$ cat src/include/mcr_pkg.sv
// Shared constants, codes and types of the memory command responder.
package mcr_pkg;
  // Command codes received and reply codes sent.
  localparam logic [7:0] CMD_WRITE       = 8'h02;
  localparam logic [7:0] CMD_ERASE_WRITE = 8'h03;
  localparam logic [7:0] CMD_READ        = 8'h04;
  localparam logic [7:0] CMD_VERIFY      = 8'h05;
  localparam logic [7:0] CMD_VER_INST    = 8'h06;
  localparam logic [7:0] RSP_READ        = 8'h84;
  localparam logic [7:0] RSP_VERIFY      = 8'h85;
  localparam logic [7:0] RSP_VER_INST    = 8'h86;
  localparam logic [7:0] RSP_FLAG        = 8'h80;
  // Result codes.
  localparam logic [7:0] RES_OK          = 8'h00;
  localparam logic [7:0] RES_GENERAL     = 8'h01;
  localparam logic [7:0] RES_BAD_LEN     = 8'h02;
  localparam logic [7:0] RES_BLK_RANGE   = 8'h03;
  localparam logic [7:0] RES_BLK_CROSS   = 8'h04;
  localparam logic [7:0] RES_FS_MOUNTED  = 8'h05;
  localparam logic [7:0] RES_UNKNOWN     = 8'h06;
  localparam logic [7:0] RES_BUSY        = 8'h07;
  localparam logic [7:0] RES_ERASE_FAIL  = 8'h10;
  localparam logic [7:0] RES_WRITE_FAIL  = 8'h20;
  localparam logic [7:0] RES_FS_HEADER   = 8'h21;
  localparam logic [7:0] RES_RD_FAIL     = 8'h30;
  localparam logic [7:0] RES_RD_TOO_BIG  = 8'h31;
  localparam logic [7:0] RES_NO_BUFFER   = 8'h32;
  localparam logic [7:0] RES_VERIFY_FAIL = 8'h40;
  localparam logic [7:0] RES_INCOMPAT    = 8'h41;
  localparam logic [7:0] RES_CORRUPT     = 8'h42;
  localparam logic [7:0] RES_INST_FAIL   = 8'h50;
  // Register byte addresses.
  localparam logic [3:0] REG_MAX_BLOCK   = 4'h0;
  localparam logic [3:0] REG_BLOCK_SIZE  = 4'h4;
  localparam logic [3:0] REG_LIMITS      = 4'h8;
  localparam logic [3:0] REG_STATUS      = 4'hc;
  // Field positions.
  localparam int LIM_FS_BIT   = 16;
  localparam int STA_BUSY_BIT = 0;
  localparam int STA_PEND_BIT = 1;
  localparam int STA_LAST_LSB = 8;
  localparam int STA_WE_LSB   = 16;
  localparam int STA_ST_LSB   = 24;
  // Reset values.
  localparam logic [15:0] MAX_BLOCK_RST  = 16'h001f;
  localparam logic [15:0] BLOCK_SIZE_RST = 16'h0800;
  localparam logic [8:0]  MAX_PL_RST     = 9'h100;
  // Read buffer.
  localparam int BUF_DEPTH = 256;
  localparam int BUF_AW    = 8;
  // Timing.
  localparam int unsigned CLK_HZ          = 10_000_000;
  localparam int unsigned CHECK_TIME_MS   = 500;
  localparam int unsigned INSTALL_TIME_MS = 8000;
  localparam int unsigned CHECK_CYC   = CHECK_TIME_MS * (CLK_HZ / 1000);
  localparam int unsigned INSTALL_CYC = INSTALL_TIME_MS * (CLK_HZ / 1000);
  localparam int TMR_W = 27;

  typedef enum logic [7:0] {
    ST_IDLE    = 8'h01,
    ST_FETCH   = 8'h02,
    ST_HDR     = 8'h04,
    ST_DATA    = 8'h08,
    ST_CHECK   = 8'h10,
    ST_TXWAIT  = 8'h20,
    ST_INSTALL = 8'h40,
    ST_SPARE   = 8'h80
  } mcr_state_t;
endpackage

$ cat src/hw/mcr_timer.sv
// One-shot cycle timer with a one-cycle expiry pulse.
`timescale 1ns/10ps
module mcr_timer
  import mcr_pkg::*;
(
  input  wire logic             CLK,
  input  wire logic             RST,
  input  wire logic             LOAD,
  input  wire logic             CLEAR,
  input  wire logic [TMR_W-1:0] CYCLES,
  output logic                  EXPIRED
);
  typedef struct packed {
    logic [TMR_W-1:0] cnt;
    logic             run;
    logic             exp;
  } mcr_tmr_t;

  mcr_tmr_t tmr_ff;
  mcr_tmr_t nxt_tmr;

  always_comb begin
    nxt_tmr = tmr_ff;
    nxt_tmr.exp = 1'b0;
    if (CLEAR) begin
      nxt_tmr.run = 1'b0;
    end else if (LOAD) begin
      nxt_tmr.cnt = CYCLES;
      nxt_tmr.run = 1'b1;
    end else if (tmr_ff.run) begin
      if (tmr_ff.cnt <= TMR_W'(1)) begin
        nxt_tmr.run = 1'b0;
        nxt_tmr.exp = 1'b1;
      end else begin
        nxt_tmr.cnt = tmr_ff.cnt - TMR_W'(1);
      end
    end
  end

  always_ff @(posedge CLK or posedge RST) begin
    if (RST) begin
      tmr_ff <= '0;
    end else begin
      tmr_ff <= nxt_tmr;
    end
  end

  assign EXPIRED = tmr_ff.exp;
endmodule

$ cat src/hw/mcr_responder.sv
// Memory command responder: read, image check and check-and-install replies.
//
// Overview of operation
// - A unicast read request is answered with reply command code 0x84.
// - Every reply carries a result byte; zero is success, nonzero names the cause.
// - Read reply echoes the request's block index and byte offset; nonzero-options and busy refusals carry zeros.
// - Read reply carries fetched bytes; byte count equals bytes returned.
// - Only unicast commands get replies, addressed to the requester's source endpoint.
// - Codes 0x05 and 0x06 start a check of the stored update image.
// - Check-and-install sends its reply first, then installs and resets itself.
// - Radio reception is held off while the image check runs, about half a second.
// - Image-check reply uses code 0x85 with zero block, offset, count, no payload.
// - Check-and-install reply uses code 0x86 with zero unused fields.
// - General failure 0x01, bad payload length 0x02, block beyond highest 0x03.
// - Boundary 0x04, mounted file system 0x05, unknown 0x06, busy 0x07.
// - Failed flash erase reports 0x10, failed flash write reports 0x20.
// - A write leaving a valid file system header is refused with 0x21.
// - Read failure 0x30, oversize read 0x31, no reply buffer 0x32.
// - Check failure 0x40, incompatible image 0x41, corrupted image 0x42.
// - A failed install of a valid image reports 0x50.
// - An invalid image is never installed; the current image keeps running.
// - Install may take eight seconds, silent on all links, then reset.
`timescale 1ns/10ps
module mcr_responder
  import mcr_pkg::*;
#(
  parameter int unsigned CHECK_CYCLES   = CHECK_CYC,
  parameter int unsigned INSTALL_CYCLES = INSTALL_CYC
)(
  input  wire logic        CLOCK,
  input  wire logic        RST,
  input  wire logic [3:0]  REG_ADDR,
  input  wire logic [31:0] REG_WDATA,
  input  wire logic        REG_WR,
  input  wire logic        REG_RD,
  output logic      [31:0] REG_RDATA,
  input  wire logic        CMD_VALID,
  input  wire logic        CMD_UNICAST,
  input  wire logic [7:0]  CMD_CODE,
  input  wire logic [7:0]  CMD_OPTIONS,
  input  wire logic [15:0] CMD_BLOCK,
  input  wire logic [15:0] CMD_OFFSET,
  input  wire logic [15:0] CMD_COUNT,
  input  wire logic [15:0] CMD_PAYLOAD_LEN,
  input  wire logic [7:0]  CMD_SRC_EP,
  input  wire logic        BUF_AVAIL,
  output logic             FL_RD_REQ,
  output logic      [15:0] FL_RD_BLOCK,
  output logic      [15:0] FL_RD_INDEX,
  input  wire logic        FL_RD_VALID,
  input  wire logic        FL_RD_ERR,
  input  wire logic [7:0]  FL_RD_DATA,
  output logic             CHK_START,
  input  wire logic        CHK_DONE,
  input  wire logic [7:0]  CHK_CODE,
  output logic             RPL_VALID,
  input  wire logic        RPL_READY,
  output logic      [7:0]  RPL_DEST_EP,
  output logic      [7:0]  RPL_CODE,
  output logic      [7:0]  RPL_RESULT,
  output logic      [15:0] RPL_BLOCK,
  output logic      [15:0] RPL_OFFSET,
  output logic      [15:0] RPL_COUNT,
  output logic             RPL_DATA_VALID,
  input  wire logic        RPL_DATA_READY,
  output logic      [7:0]  RPL_DATA,
  input  wire logic        TX_DONE,
  output logic             INST_START,
  input  wire logic        INST_DONE,
  input  wire logic        INST_FAIL,
  output logic             RX_HOLD,
  output logic             QUIET,
  output logic             SELF_RESET,
  input  wire logic        WE_DONE,
  input  wire logic        WE_ERASE_FAIL,
  input  wire logic        WE_WRITE_FAIL,
  input  wire logic        WE_FS_HDR,
  output logic      [7:0]  WE_RESULT
);
  typedef struct packed {
    mcr_state_t  st;
    logic [15:0] max_blk;
    logic [15:0] blk_size;
    logic [8:0]  max_pl;
    logic        fs_mnt;
    logic [31:0] rdata;
    logic        pend_v;
    logic [7:0]  pend_code;
    logic [7:0]  pend_ep;
    logic [7:0]  rdest;
    logic [7:0]  rcode;
    logic [7:0]  rres;
    logic [15:0] rblk;
    logic [15:0] roff;
    logic [15:0] rcnt;
    logic [15:0] idx;
    logic        wait_rd;
    logic        rd_req;
    logic [15:0] fl_index;
    logic [7:0]  data;
    logic        inst_want;
    logic        inst_go;
    logic        chk_start;
    logic        inst_start;
    logic        self_rst;
    logic [7:0]  last_res;
    logic [7:0]  we_res;
  } mcr_regs_t;

  mcr_regs_t s_ff;
  mcr_regs_t nxt_s;
  logic [7:0] buf_mem [BUF_DEPTH];

  logic        cmd_take;
  logic [16:0] rd_end;
  logic [7:0]  rd_res;
  logic        chk_load;
  logic        chk_clear;
  logic        chk_exp;
  logic        inst_load;
  logic        inst_exp;
  logic [15:0] idx_nxt;

  // Broadcast frames are never answered, so they are not taken at all.
  // unicast only
  assign cmd_take = CMD_VALID && CMD_UNICAST;
  assign rd_end   = {1'b0, CMD_OFFSET} + {1'b0, CMD_COUNT};
  assign idx_nxt  = s_ff.idx + 16'h0001;

  // The read checks are ordered so the most basic fault is reported.
  always_comb begin
    rd_res = RES_OK;
    if (s_ff.fs_mnt) begin
      rd_res = RES_FS_MOUNTED;
    end else if (CMD_BLOCK > s_ff.max_blk) begin
      rd_res = RES_BLK_RANGE;
    end else if (CMD_PAYLOAD_LEN != 16'h0000) begin
      rd_res = RES_BAD_LEN;
    end else if (rd_end > {1'b0, s_ff.blk_size}) begin
      rd_res = RES_BLK_CROSS;
    end else if (CMD_COUNT > {7'h00, s_ff.max_pl} || CMD_COUNT > 16'(BUF_DEPTH)) begin
      rd_res = RES_RD_TOO_BIG;
    end else if (!BUF_AVAIL) begin
      rd_res = RES_NO_BUFFER;
    end
  end

  always_comb begin
    nxt_s = s_ff;
    nxt_s.rd_req = 1'b0;
    nxt_s.chk_start = 1'b0;
    nxt_s.inst_start = 1'b0;
    nxt_s.self_rst = 1'b0;
    nxt_s.rdata = 32'h0000_0000;
    chk_load = 1'b0;
    chk_clear = 1'b0;
    inst_load = 1'b0;

    if (REG_WR) begin
      unique case (REG_ADDR)
        REG_MAX_BLOCK: nxt_s.max_blk = REG_WDATA[15:0];
        REG_BLOCK_SIZE: nxt_s.blk_size = REG_WDATA[15:0];
        REG_LIMITS: begin
          nxt_s.max_pl = REG_WDATA[8:0];
          nxt_s.fs_mnt = REG_WDATA[LIM_FS_BIT];
        end
        default: ;
      endcase
    end
    if (REG_RD) begin
      unique case (REG_ADDR)
        REG_MAX_BLOCK: nxt_s.rdata = {16'h0000, s_ff.max_blk};
        REG_BLOCK_SIZE: nxt_s.rdata = {16'h0000, s_ff.blk_size};
        REG_LIMITS: begin
          nxt_s.rdata[8:0] = s_ff.max_pl;
          nxt_s.rdata[LIM_FS_BIT] = s_ff.fs_mnt;
        end
        REG_STATUS: begin
          nxt_s.rdata[STA_BUSY_BIT] = (s_ff.st != ST_IDLE);
          nxt_s.rdata[STA_PEND_BIT] = s_ff.pend_v;
          nxt_s.rdata[STA_LAST_LSB +: 8] = s_ff.last_res;
          nxt_s.rdata[STA_WE_LSB +: 8] = s_ff.we_res;
          nxt_s.rdata[STA_ST_LSB +: 8] = s_ff.st;
        end
        default: ;
      endcase
    end

    // Results of the separate write and erase engine are encoded here.
    if (WE_DONE) begin
      if (WE_FS_HDR) begin
        nxt_s.we_res = RES_FS_HEADER;
      end else if (WE_WRITE_FAIL) begin
        nxt_s.we_res = RES_WRITE_FAIL;
      end else if (WE_ERASE_FAIL) begin
        nxt_s.we_res = RES_ERASE_FAIL;
      end else begin
        nxt_s.we_res = RES_OK;
      end
    end

    // One slot remembers a refused command; further ones are dropped.
    // busy refusal
    if (cmd_take && (s_ff.st != ST_IDLE) && !s_ff.pend_v) begin
      nxt_s.pend_v = 1'b1;
      nxt_s.pend_code = CMD_CODE;
      nxt_s.pend_ep = CMD_SRC_EP;
    end

    unique case (s_ff.st)
      ST_IDLE: begin
        if (s_ff.pend_v) begin
          nxt_s.pend_v = 1'b0;
          nxt_s.rdest = s_ff.pend_ep;
          nxt_s.rcode = s_ff.pend_code | RSP_FLAG;
          nxt_s.rres = RES_BUSY;
          nxt_s.rblk = 16'h0000;
          nxt_s.roff = 16'h0000;
          nxt_s.rcnt = 16'h0000;
          nxt_s.st = ST_HDR;
        end else if (cmd_take && CMD_CODE != CMD_WRITE && CMD_CODE != CMD_ERASE_WRITE) begin
          nxt_s.rdest = CMD_SRC_EP;
          nxt_s.rcode = CMD_CODE | RSP_FLAG;
          nxt_s.rblk = 16'h0000;
          nxt_s.roff = 16'h0000;
          nxt_s.rcnt = 16'h0000;
          nxt_s.idx = 16'h0000;
          nxt_s.inst_go = 1'b0;
          nxt_s.st = ST_HDR;
          if (CMD_OPTIONS != 8'h00) begin
            nxt_s.rres = RES_GENERAL;
          end else if (CMD_CODE == CMD_READ) begin
            nxt_s.rcode = RSP_READ;
            nxt_s.rblk = CMD_BLOCK;
            nxt_s.roff = CMD_OFFSET;
            nxt_s.rres = rd_res;
            if (rd_res == RES_OK && CMD_COUNT != 16'h0000) begin
              nxt_s.rcnt = CMD_COUNT;
              nxt_s.wait_rd = 1'b0;
              nxt_s.st = ST_FETCH;
            end
          end else if (CMD_CODE == CMD_VERIFY || CMD_CODE == CMD_VER_INST) begin
            nxt_s.inst_want = (CMD_CODE == CMD_VER_INST);
            nxt_s.chk_start = 1'b1;
            chk_load = 1'b1;
            nxt_s.st = ST_CHECK;
          end else begin
            nxt_s.rres = RES_UNKNOWN;
          end
        end
      end
      ST_FETCH: begin
        if (!s_ff.wait_rd) begin
          nxt_s.rd_req = 1'b1;
          nxt_s.wait_rd = 1'b1;
          nxt_s.fl_index = s_ff.roff + s_ff.idx;
        end else if (FL_RD_ERR) begin
          nxt_s.rres = RES_RD_FAIL;
          nxt_s.rcnt = 16'h0000;
          nxt_s.wait_rd = 1'b0;
          nxt_s.st = ST_HDR;
        end else if (FL_RD_VALID) begin
          nxt_s.wait_rd = 1'b0;
          if (idx_nxt == s_ff.rcnt) begin
            nxt_s.idx = 16'h0000;
            nxt_s.st = ST_HDR;
          end else begin
            nxt_s.idx = idx_nxt;
          end
        end
      end
      ST_HDR: begin
        if (RPL_READY) begin
          nxt_s.last_res = s_ff.rres;
          if (s_ff.rcnt != 16'h0000) begin
            nxt_s.idx = 16'h0000;
            nxt_s.data = buf_mem[0];
            nxt_s.st = ST_DATA;
          end else if (s_ff.inst_go) begin
            nxt_s.st = ST_TXWAIT;
          end else begin
            nxt_s.st = ST_IDLE;
          end
        end
      end
      ST_DATA: begin
        if (RPL_DATA_READY) begin
          if (idx_nxt == s_ff.rcnt) begin
            nxt_s.st = ST_IDLE;
          end else begin
            nxt_s.idx = idx_nxt;
            nxt_s.data = buf_mem[idx_nxt[BUF_AW-1:0]];
          end
        end
      end
      ST_CHECK: begin
        if (CHK_DONE) begin
          chk_clear = 1'b1;
          nxt_s.rres = CHK_CODE;
          nxt_s.inst_go = s_ff.inst_want && (CHK_CODE == RES_OK);
          nxt_s.st = ST_HDR;
        end else if (chk_exp) begin
          nxt_s.rres = RES_VERIFY_FAIL;
          nxt_s.inst_go = 1'b0;
          nxt_s.st = ST_HDR;
        end
      end
      ST_TXWAIT: begin
        if (TX_DONE) begin
          nxt_s.inst_go = 1'b0;
          nxt_s.inst_start = 1'b1;
          inst_load = 1'b1;
          nxt_s.st = ST_INSTALL;
        end
      end
      ST_INSTALL: begin
        if (INST_DONE) begin
          nxt_s.self_rst = 1'b1;
          nxt_s.st = ST_IDLE;
        end else if (INST_FAIL || inst_exp) begin
          nxt_s.rcode = RSP_VER_INST;
          nxt_s.rres = RES_INST_FAIL;
          nxt_s.st = ST_HDR;
        end
      end
      default: begin
        nxt_s.st = ST_IDLE;
      end
    endcase
  end

  always_ff @(posedge CLOCK or posedge RST) begin
    if (RST) begin
      s_ff <= '0;
      s_ff.st <= ST_IDLE;
      s_ff.max_blk <= MAX_BLOCK_RST;
      s_ff.blk_size <= BLOCK_SIZE_RST;
      s_ff.max_pl <= MAX_PL_RST;
    end else begin
      s_ff <= nxt_s;
    end
  end

  // The buffer lets a failed fetch still be answered with a clean error reply.
  // payload capture
  always_ff @(posedge CLOCK) begin
    if (s_ff.st == ST_FETCH && s_ff.wait_rd && FL_RD_VALID && !FL_RD_ERR) begin
      buf_mem[s_ff.idx[BUF_AW-1:0]] <= FL_RD_DATA;
    end
  end

  mcr_timer u_chk_tmr (
    .CLK     (CLOCK),
    .RST     (RST),
    .LOAD    (chk_load),
    .CLEAR   (chk_clear),
    .CYCLES  (TMR_W'(CHECK_CYCLES)),
    .EXPIRED (chk_exp)
  );

  mcr_timer u_inst_tmr (
    .CLK     (CLOCK),
    .RST     (RST),
    .LOAD    (inst_load),
    .CLEAR   (1'b0),
    .CYCLES  (TMR_W'(INSTALL_CYCLES)),
    .EXPIRED (inst_exp)
  );

  assign REG_RDATA      = s_ff.rdata;
  assign FL_RD_REQ      = s_ff.rd_req;
  assign FL_RD_BLOCK    = s_ff.rblk;
  assign FL_RD_INDEX    = s_ff.fl_index;
  assign CHK_START      = s_ff.chk_start;
  assign RPL_VALID      = (s_ff.st == ST_HDR);
  assign RPL_DEST_EP    = s_ff.rdest;
  assign RPL_CODE       = s_ff.rcode;
  assign RPL_RESULT     = s_ff.rres;
  assign RPL_BLOCK      = s_ff.rblk;
  assign RPL_OFFSET     = s_ff.roff;
  assign RPL_COUNT      = s_ff.rcnt;
  assign RPL_DATA_VALID = (s_ff.st == ST_DATA);
  assign RPL_DATA       = s_ff.data;
  assign INST_START     = s_ff.inst_start;
  assign RX_HOLD        = (s_ff.st == ST_CHECK);
  assign QUIET          = (s_ff.st == ST_INSTALL);
  assign SELF_RESET     = s_ff.self_rst;
  assign WE_RESULT      = s_ff.we_res;
endmodule

$ cat config.mk
export PLATFORM = sky130hd
export DESIGN_NAME = mcr_responder
export DESIGN_NICKNAME = d
export VERILOG_FILES = /design/src/include/mcr_pkg.sv /design/src/hw/mcr_timer.sv /design/src/hw/mcr_responder.sv
export SDC_FILE = /design/constraint.sdc
export NUM_CORES = 2
export LEC_CHECK = 0
export ABC_AREA = 1
export BUFFER_PORTS_ARGS = -buffer_cell sky130_fd_sc_hd__buf_2
export CORE_AREA = 2 2 631 633
export CTS_CLUSTER_SIZE = 14
export DETAILED_ROUTE_END_ITERATION = 12
export DIE_AREA = 0 0 633 635
export GPL_TIMING_DRIVEN = 0
export REMOVE_ABC_BUFFERS = 1
export SETUP_SLACK_MARGIN = 0.1
export SLEW_MARGIN = 0
export SYNTH_ARGS = -nofsm -noshare
export SYNTH_HDL_FRONTEND = slang
export SYNTH_SLANG_ARGS = --single-unit
$ cat constraint.sdc
create_clock -name CLOCK -period 11.2 [get_ports CLOCK]
set_clock_uncertainty 0.15 [all_clocks]
set_input_delay 1.12 -clock CLOCK [delete_from_list [all_inputs] [get_ports CLOCK]]
set_output_delay 1.12 -clock CLOCK [all_outputs]
set_load 0.01 [all_outputs]
==> out/qor.txt <==
Last weighted congestion value of the routability-driven placer - 0.8645
Worst vdd rail ir drop - 0.0001400 V
Detailed placement HPWL - 174.5 mm
Max-cap violation count - 0
Placement row count - 231
Die span in x - 633 µm
Root Buffer Master - sky130_fd_sc_hd__clkbuf_16
First-pass GRT wire length - 422.4 mm
Clock tree from TritonCTS - done
Post-synthesis to final-layout area growth - 14.76%
Delay of the slowest cell on the worst path - 700 ps
Number of max-slew violations in the final report - 0
Reg2Reg Capture Point - RPL_DATA[1]
Clock sink count - 2327
Register bit count reported by yosys - 2327
Post-synth EDFFs - 2048
Global-route usage over all layers - 0.1388
PD cells - 164.1 mW/mm²
Leak pwr - 0.03917 µW
Maximum fanout encountered on the critical timing path - 141
Total wire length - 290.2 mm
Vias - 67.03k
Fillers - 40.63k
Final design instance area without fill - 0.1131 mm²
Critical path launch point - s_ff[47]
Setup repair after global routing missed its margin - no
Summed instance area of the synthesized netlist - 0.09857 mm²
Required time of the critical path - 11880 ps
Post-detailed-route DRC marker count - 0
Tightest Pin Transition - 1459 ps
CTS max path bufs - 3
Post-cts resize count - 0
Sequential element share of the synthesized area - 0.6948
Setup total negative slack - 0 ps
CTS Hold Buffers Added - 0
Number of instances in the synthesized netlist - 8639
Critical Path Source Type - flop
DIE AREA - 0.4020 mm²
HP Class - input pin to async pin
Skew-Pair Late Insertion Delay - 880 ps
Initial antenna violation count - 33
Routed length per placed instance - 20.72 µm
Kind of critical path - flop to flop
Flop2flop setup slack - 2200 ps
Vertical die dimension - 635 µm
Final Setup Violations - 0
Layout cell share with drive strength beyond 1 - 0.09272
Arrival time of the worst setup path - 9670 ps
Number of stages on the worst setup path - 26
Initial detailed-routing violation count - 7243
Worst R2R Start - s_ff[47]
Cell mode on critical path - sky130_fd_sc_hd__buf_16
Syn. warnings - 0
Worst path slowest cell - sky130_fd_sc_hd__dfrtp_4
Number of setup buffers added after CTS - 0
Proportion of register bits with asynchronous set or reset after synthesis - 0.1199
Post-CTS clock slew at the launch and capture registers of the worst setup and hold paths - 60 ps
Maximum number of pins on one net before global-route repair - 159
Total global routing overflow - 0
Max Freq - 111.2 MHz
Depth of the most critical reg-to-reg path - 26
Post-synth cell types - 68
CTS H-tree lvls - 4
Synth Flop Type - sky130_fd_sc_hd__edfxtp_1
Number of port buffers - 292
Number of buffers and inverters on the critical path - 13
Area after DPL - 0.1056 mm²
Mean cell area of the mapped netlist - 11.41 µm²
Destination of the critical timing path - RPL_DATA[1]
Clock buffer count from CTS - 227
Type of destination of the critical path - flop
Fin crit period - 8996 ps
Outcome - finished clean
Cell family with most CP delay - buffers and inverters
Total Nets Final - 8806
Starting utilization of the core area - 0.2497
Relative slew slack - 0.02355
Final period utilization - 0.8032
Via density - 4.786
Antenna viol nets, final - 0
Number of ports placed on the die boundary - 319
Detailed Routing Iterations Pass 1 - 6
Area of the core region - 0.3948 mm²
Number of hold violations in the final report - 0
Number of global-route vias before repair - 62.97k
placed cells by master (no fill, tap or decap), drive strengths merged, types with 3 or more instances in the layout:
master / count
a21boi: 4
a21oi: 118
a221oi: 4
a31oi: 20
and3: 3
buf: 374
bufinv: 25
clkbuf: 291
clkinv: 95
clkinvlp: 5
conb: 11
dfrtp: 271
dfstp: 8
diode: 7
edfxtp: 2048
ha: 80
inv: 360
mux2: 14
nand2: 936
nand3: 352
nand3b: 8
nand4: 42
nor2: 1564
nor3: 57
nor3b: 4
nor4: 28
o211ai: 9
o21a: 7
o21ai: 1370
o21bai: 3
o221ai: 7
o22ai: 562
o31ai: 5
or2: 6
xnor2: 10
xor2: 35
area by class of cell:
cell class | count | area (µm²) | area share
clock buffer | 291 | 6096 | 0.05389
multi-input combinational | 5281 | 25650 | 0.2268
sequential | 2327 | 68490 | 0.6055
antenna | 7 | 17.52 | 0.0001548
tap | 5242 | 6559 | 0.05798
inverter | 354 | 1368 | 0.01209
clock inverter | 131 | 1398 | 0.01235
timing repair buffer | 374 | 3543 | 0.03132
cell families (layout without fill, tap and decap cells):
family,after synthesis,count (layout),synth area share
AOI/OAI and AO/OA,2125,2125,0.1176
xor gates and xnor gates,45,45,0.004151
adders and majority gates,82,82,0.01056
buffers and inverters,1041,1150,0.04722
DFF,2327,2327,0.6948
muxes,14,14,0.001599
other,1,18,0.00003804
and+or+nand+nor,3004,3004,0.1240
synthesized netlist by cell type (13+ instances only):
| cell | count | area [µm²] |
|---|---|---|
| sky130_fd_sc_hd__edfxtp_1 | 2048 | 61500 |
| sky130_fd_sc_hd__nor2_1 | 1555 | 5837 |
| sky130_fd_sc_hd__o21ai_0 | 1349 | 6751 |
| sky130_fd_sc_hd__nand2_1 | 929 | 3487 |
| sky130_fd_sc_hd__o22ai_1 | 562 | 3516 |
| sky130_fd_sc_hd__clkbuf_1 | 390 | 1464 |
| sky130_fd_sc_hd__nand3_1 | 351 | 1757 |
| sky130_fd_sc_hd__inv_1 | 339 | 1272 |
| sky130_fd_sc_hd__dfrtp_1 | 271 | 6782 |
| sky130_fd_sc_hd__buf_4 | 156 | 1171 |
| sky130_fd_sc_hd__a21oi_1 | 117 | 585.6 |
| sky130_fd_sc_hd__buf_2 | 104 | 520.5 |
| sky130_fd_sc_hd__ha_1 | 80 | 1001 |
| sky130_fd_sc_hd__nor3_1 | 57 | 285.3 |
| sky130_fd_sc_hd__nand4_1 | 39 | 244.0 |
| sky130_fd_sc_hd__buf_1 | 33 | 123.9 |
| sky130_fd_sc_hd__xor2_1 | 33 | 289.0 |
| sky130_fd_sc_hd__nor4_1 | 23 | 143.9 |
| sky130_fd_sc_hd__a31oi_1 | 20 | 125.1 |
| sky130_fd_sc_hd__o21ai_2 | 15 | 131.4 |
| sky130_fd_sc_hd__mux2_2 | 14 | 157.7 |
| sky130_fd_sc_hd__inv_2 | 13 | 48.80 |
flip-flops by register name (all words and copies together), names as in the netlist, 16 cells and up:
register	count
FL_RD_INDEX	16
u_chk_tmr.tmr_ff	28
RPL_COUNT	16
RPL_OFFSET	16
REG_RDATA	26
u_inst_tmr.tmr_ff	28
s_ff	92
buf_mem	2048
FL_RD_BLOCK	16
power breakdown:
part | internal, µW | switching (µW)
clock network | 4420 | 3360
registers | 9610 | 126
logic | 313 | 739
per-layer routing:
metal	global-route usage	routed length, µm	up-vias
met2	0.2193	133600	2858
met1	0.1859	120500	33040
li1	-	-	30610
met5	0	250	-
met3	0.03003	25210	492
met4	0.05187	10580	38
per-stage QoR:
step             util  std cells  hold slack [ps]  power, µW  worst slack, ps
5_1_grt        0.2865      14010            269.4      19120             1996
2_1_floorplan       -       7962            299.6      10460           -48820
3_3_place_gp   0.2617      13500            300.4      10970          -163870
6_report       0.2865      14010            200.8      18560             2204
3_5_place_dp   0.2675      13580            307.4      10980             2468
4_1_cts        0.2865      14000            210.0      18650             2472
how the worst min path moves through the flow:
| stage | start | end | slack [ps] | cells past startpoint |
|---|---|---|---|---|
| floorplan | s_ff[20] | s_ff[20] | 300 | 2 |
| global placement | RPL_CODE[7] | RPL_CODE[7] | 300 | 1 |
| detailed placement | RPL_CODE[7] | RPL_CODE[7] | 310 | 1 |
| CTS | RST | s_ff[227] | 210 | 2 |
| global route | RST | s_ff[137] | 270 | 2 |
| finish | RST | s_ff[137] | 200 | 2 |
Power figures use the tool's default switching activity.
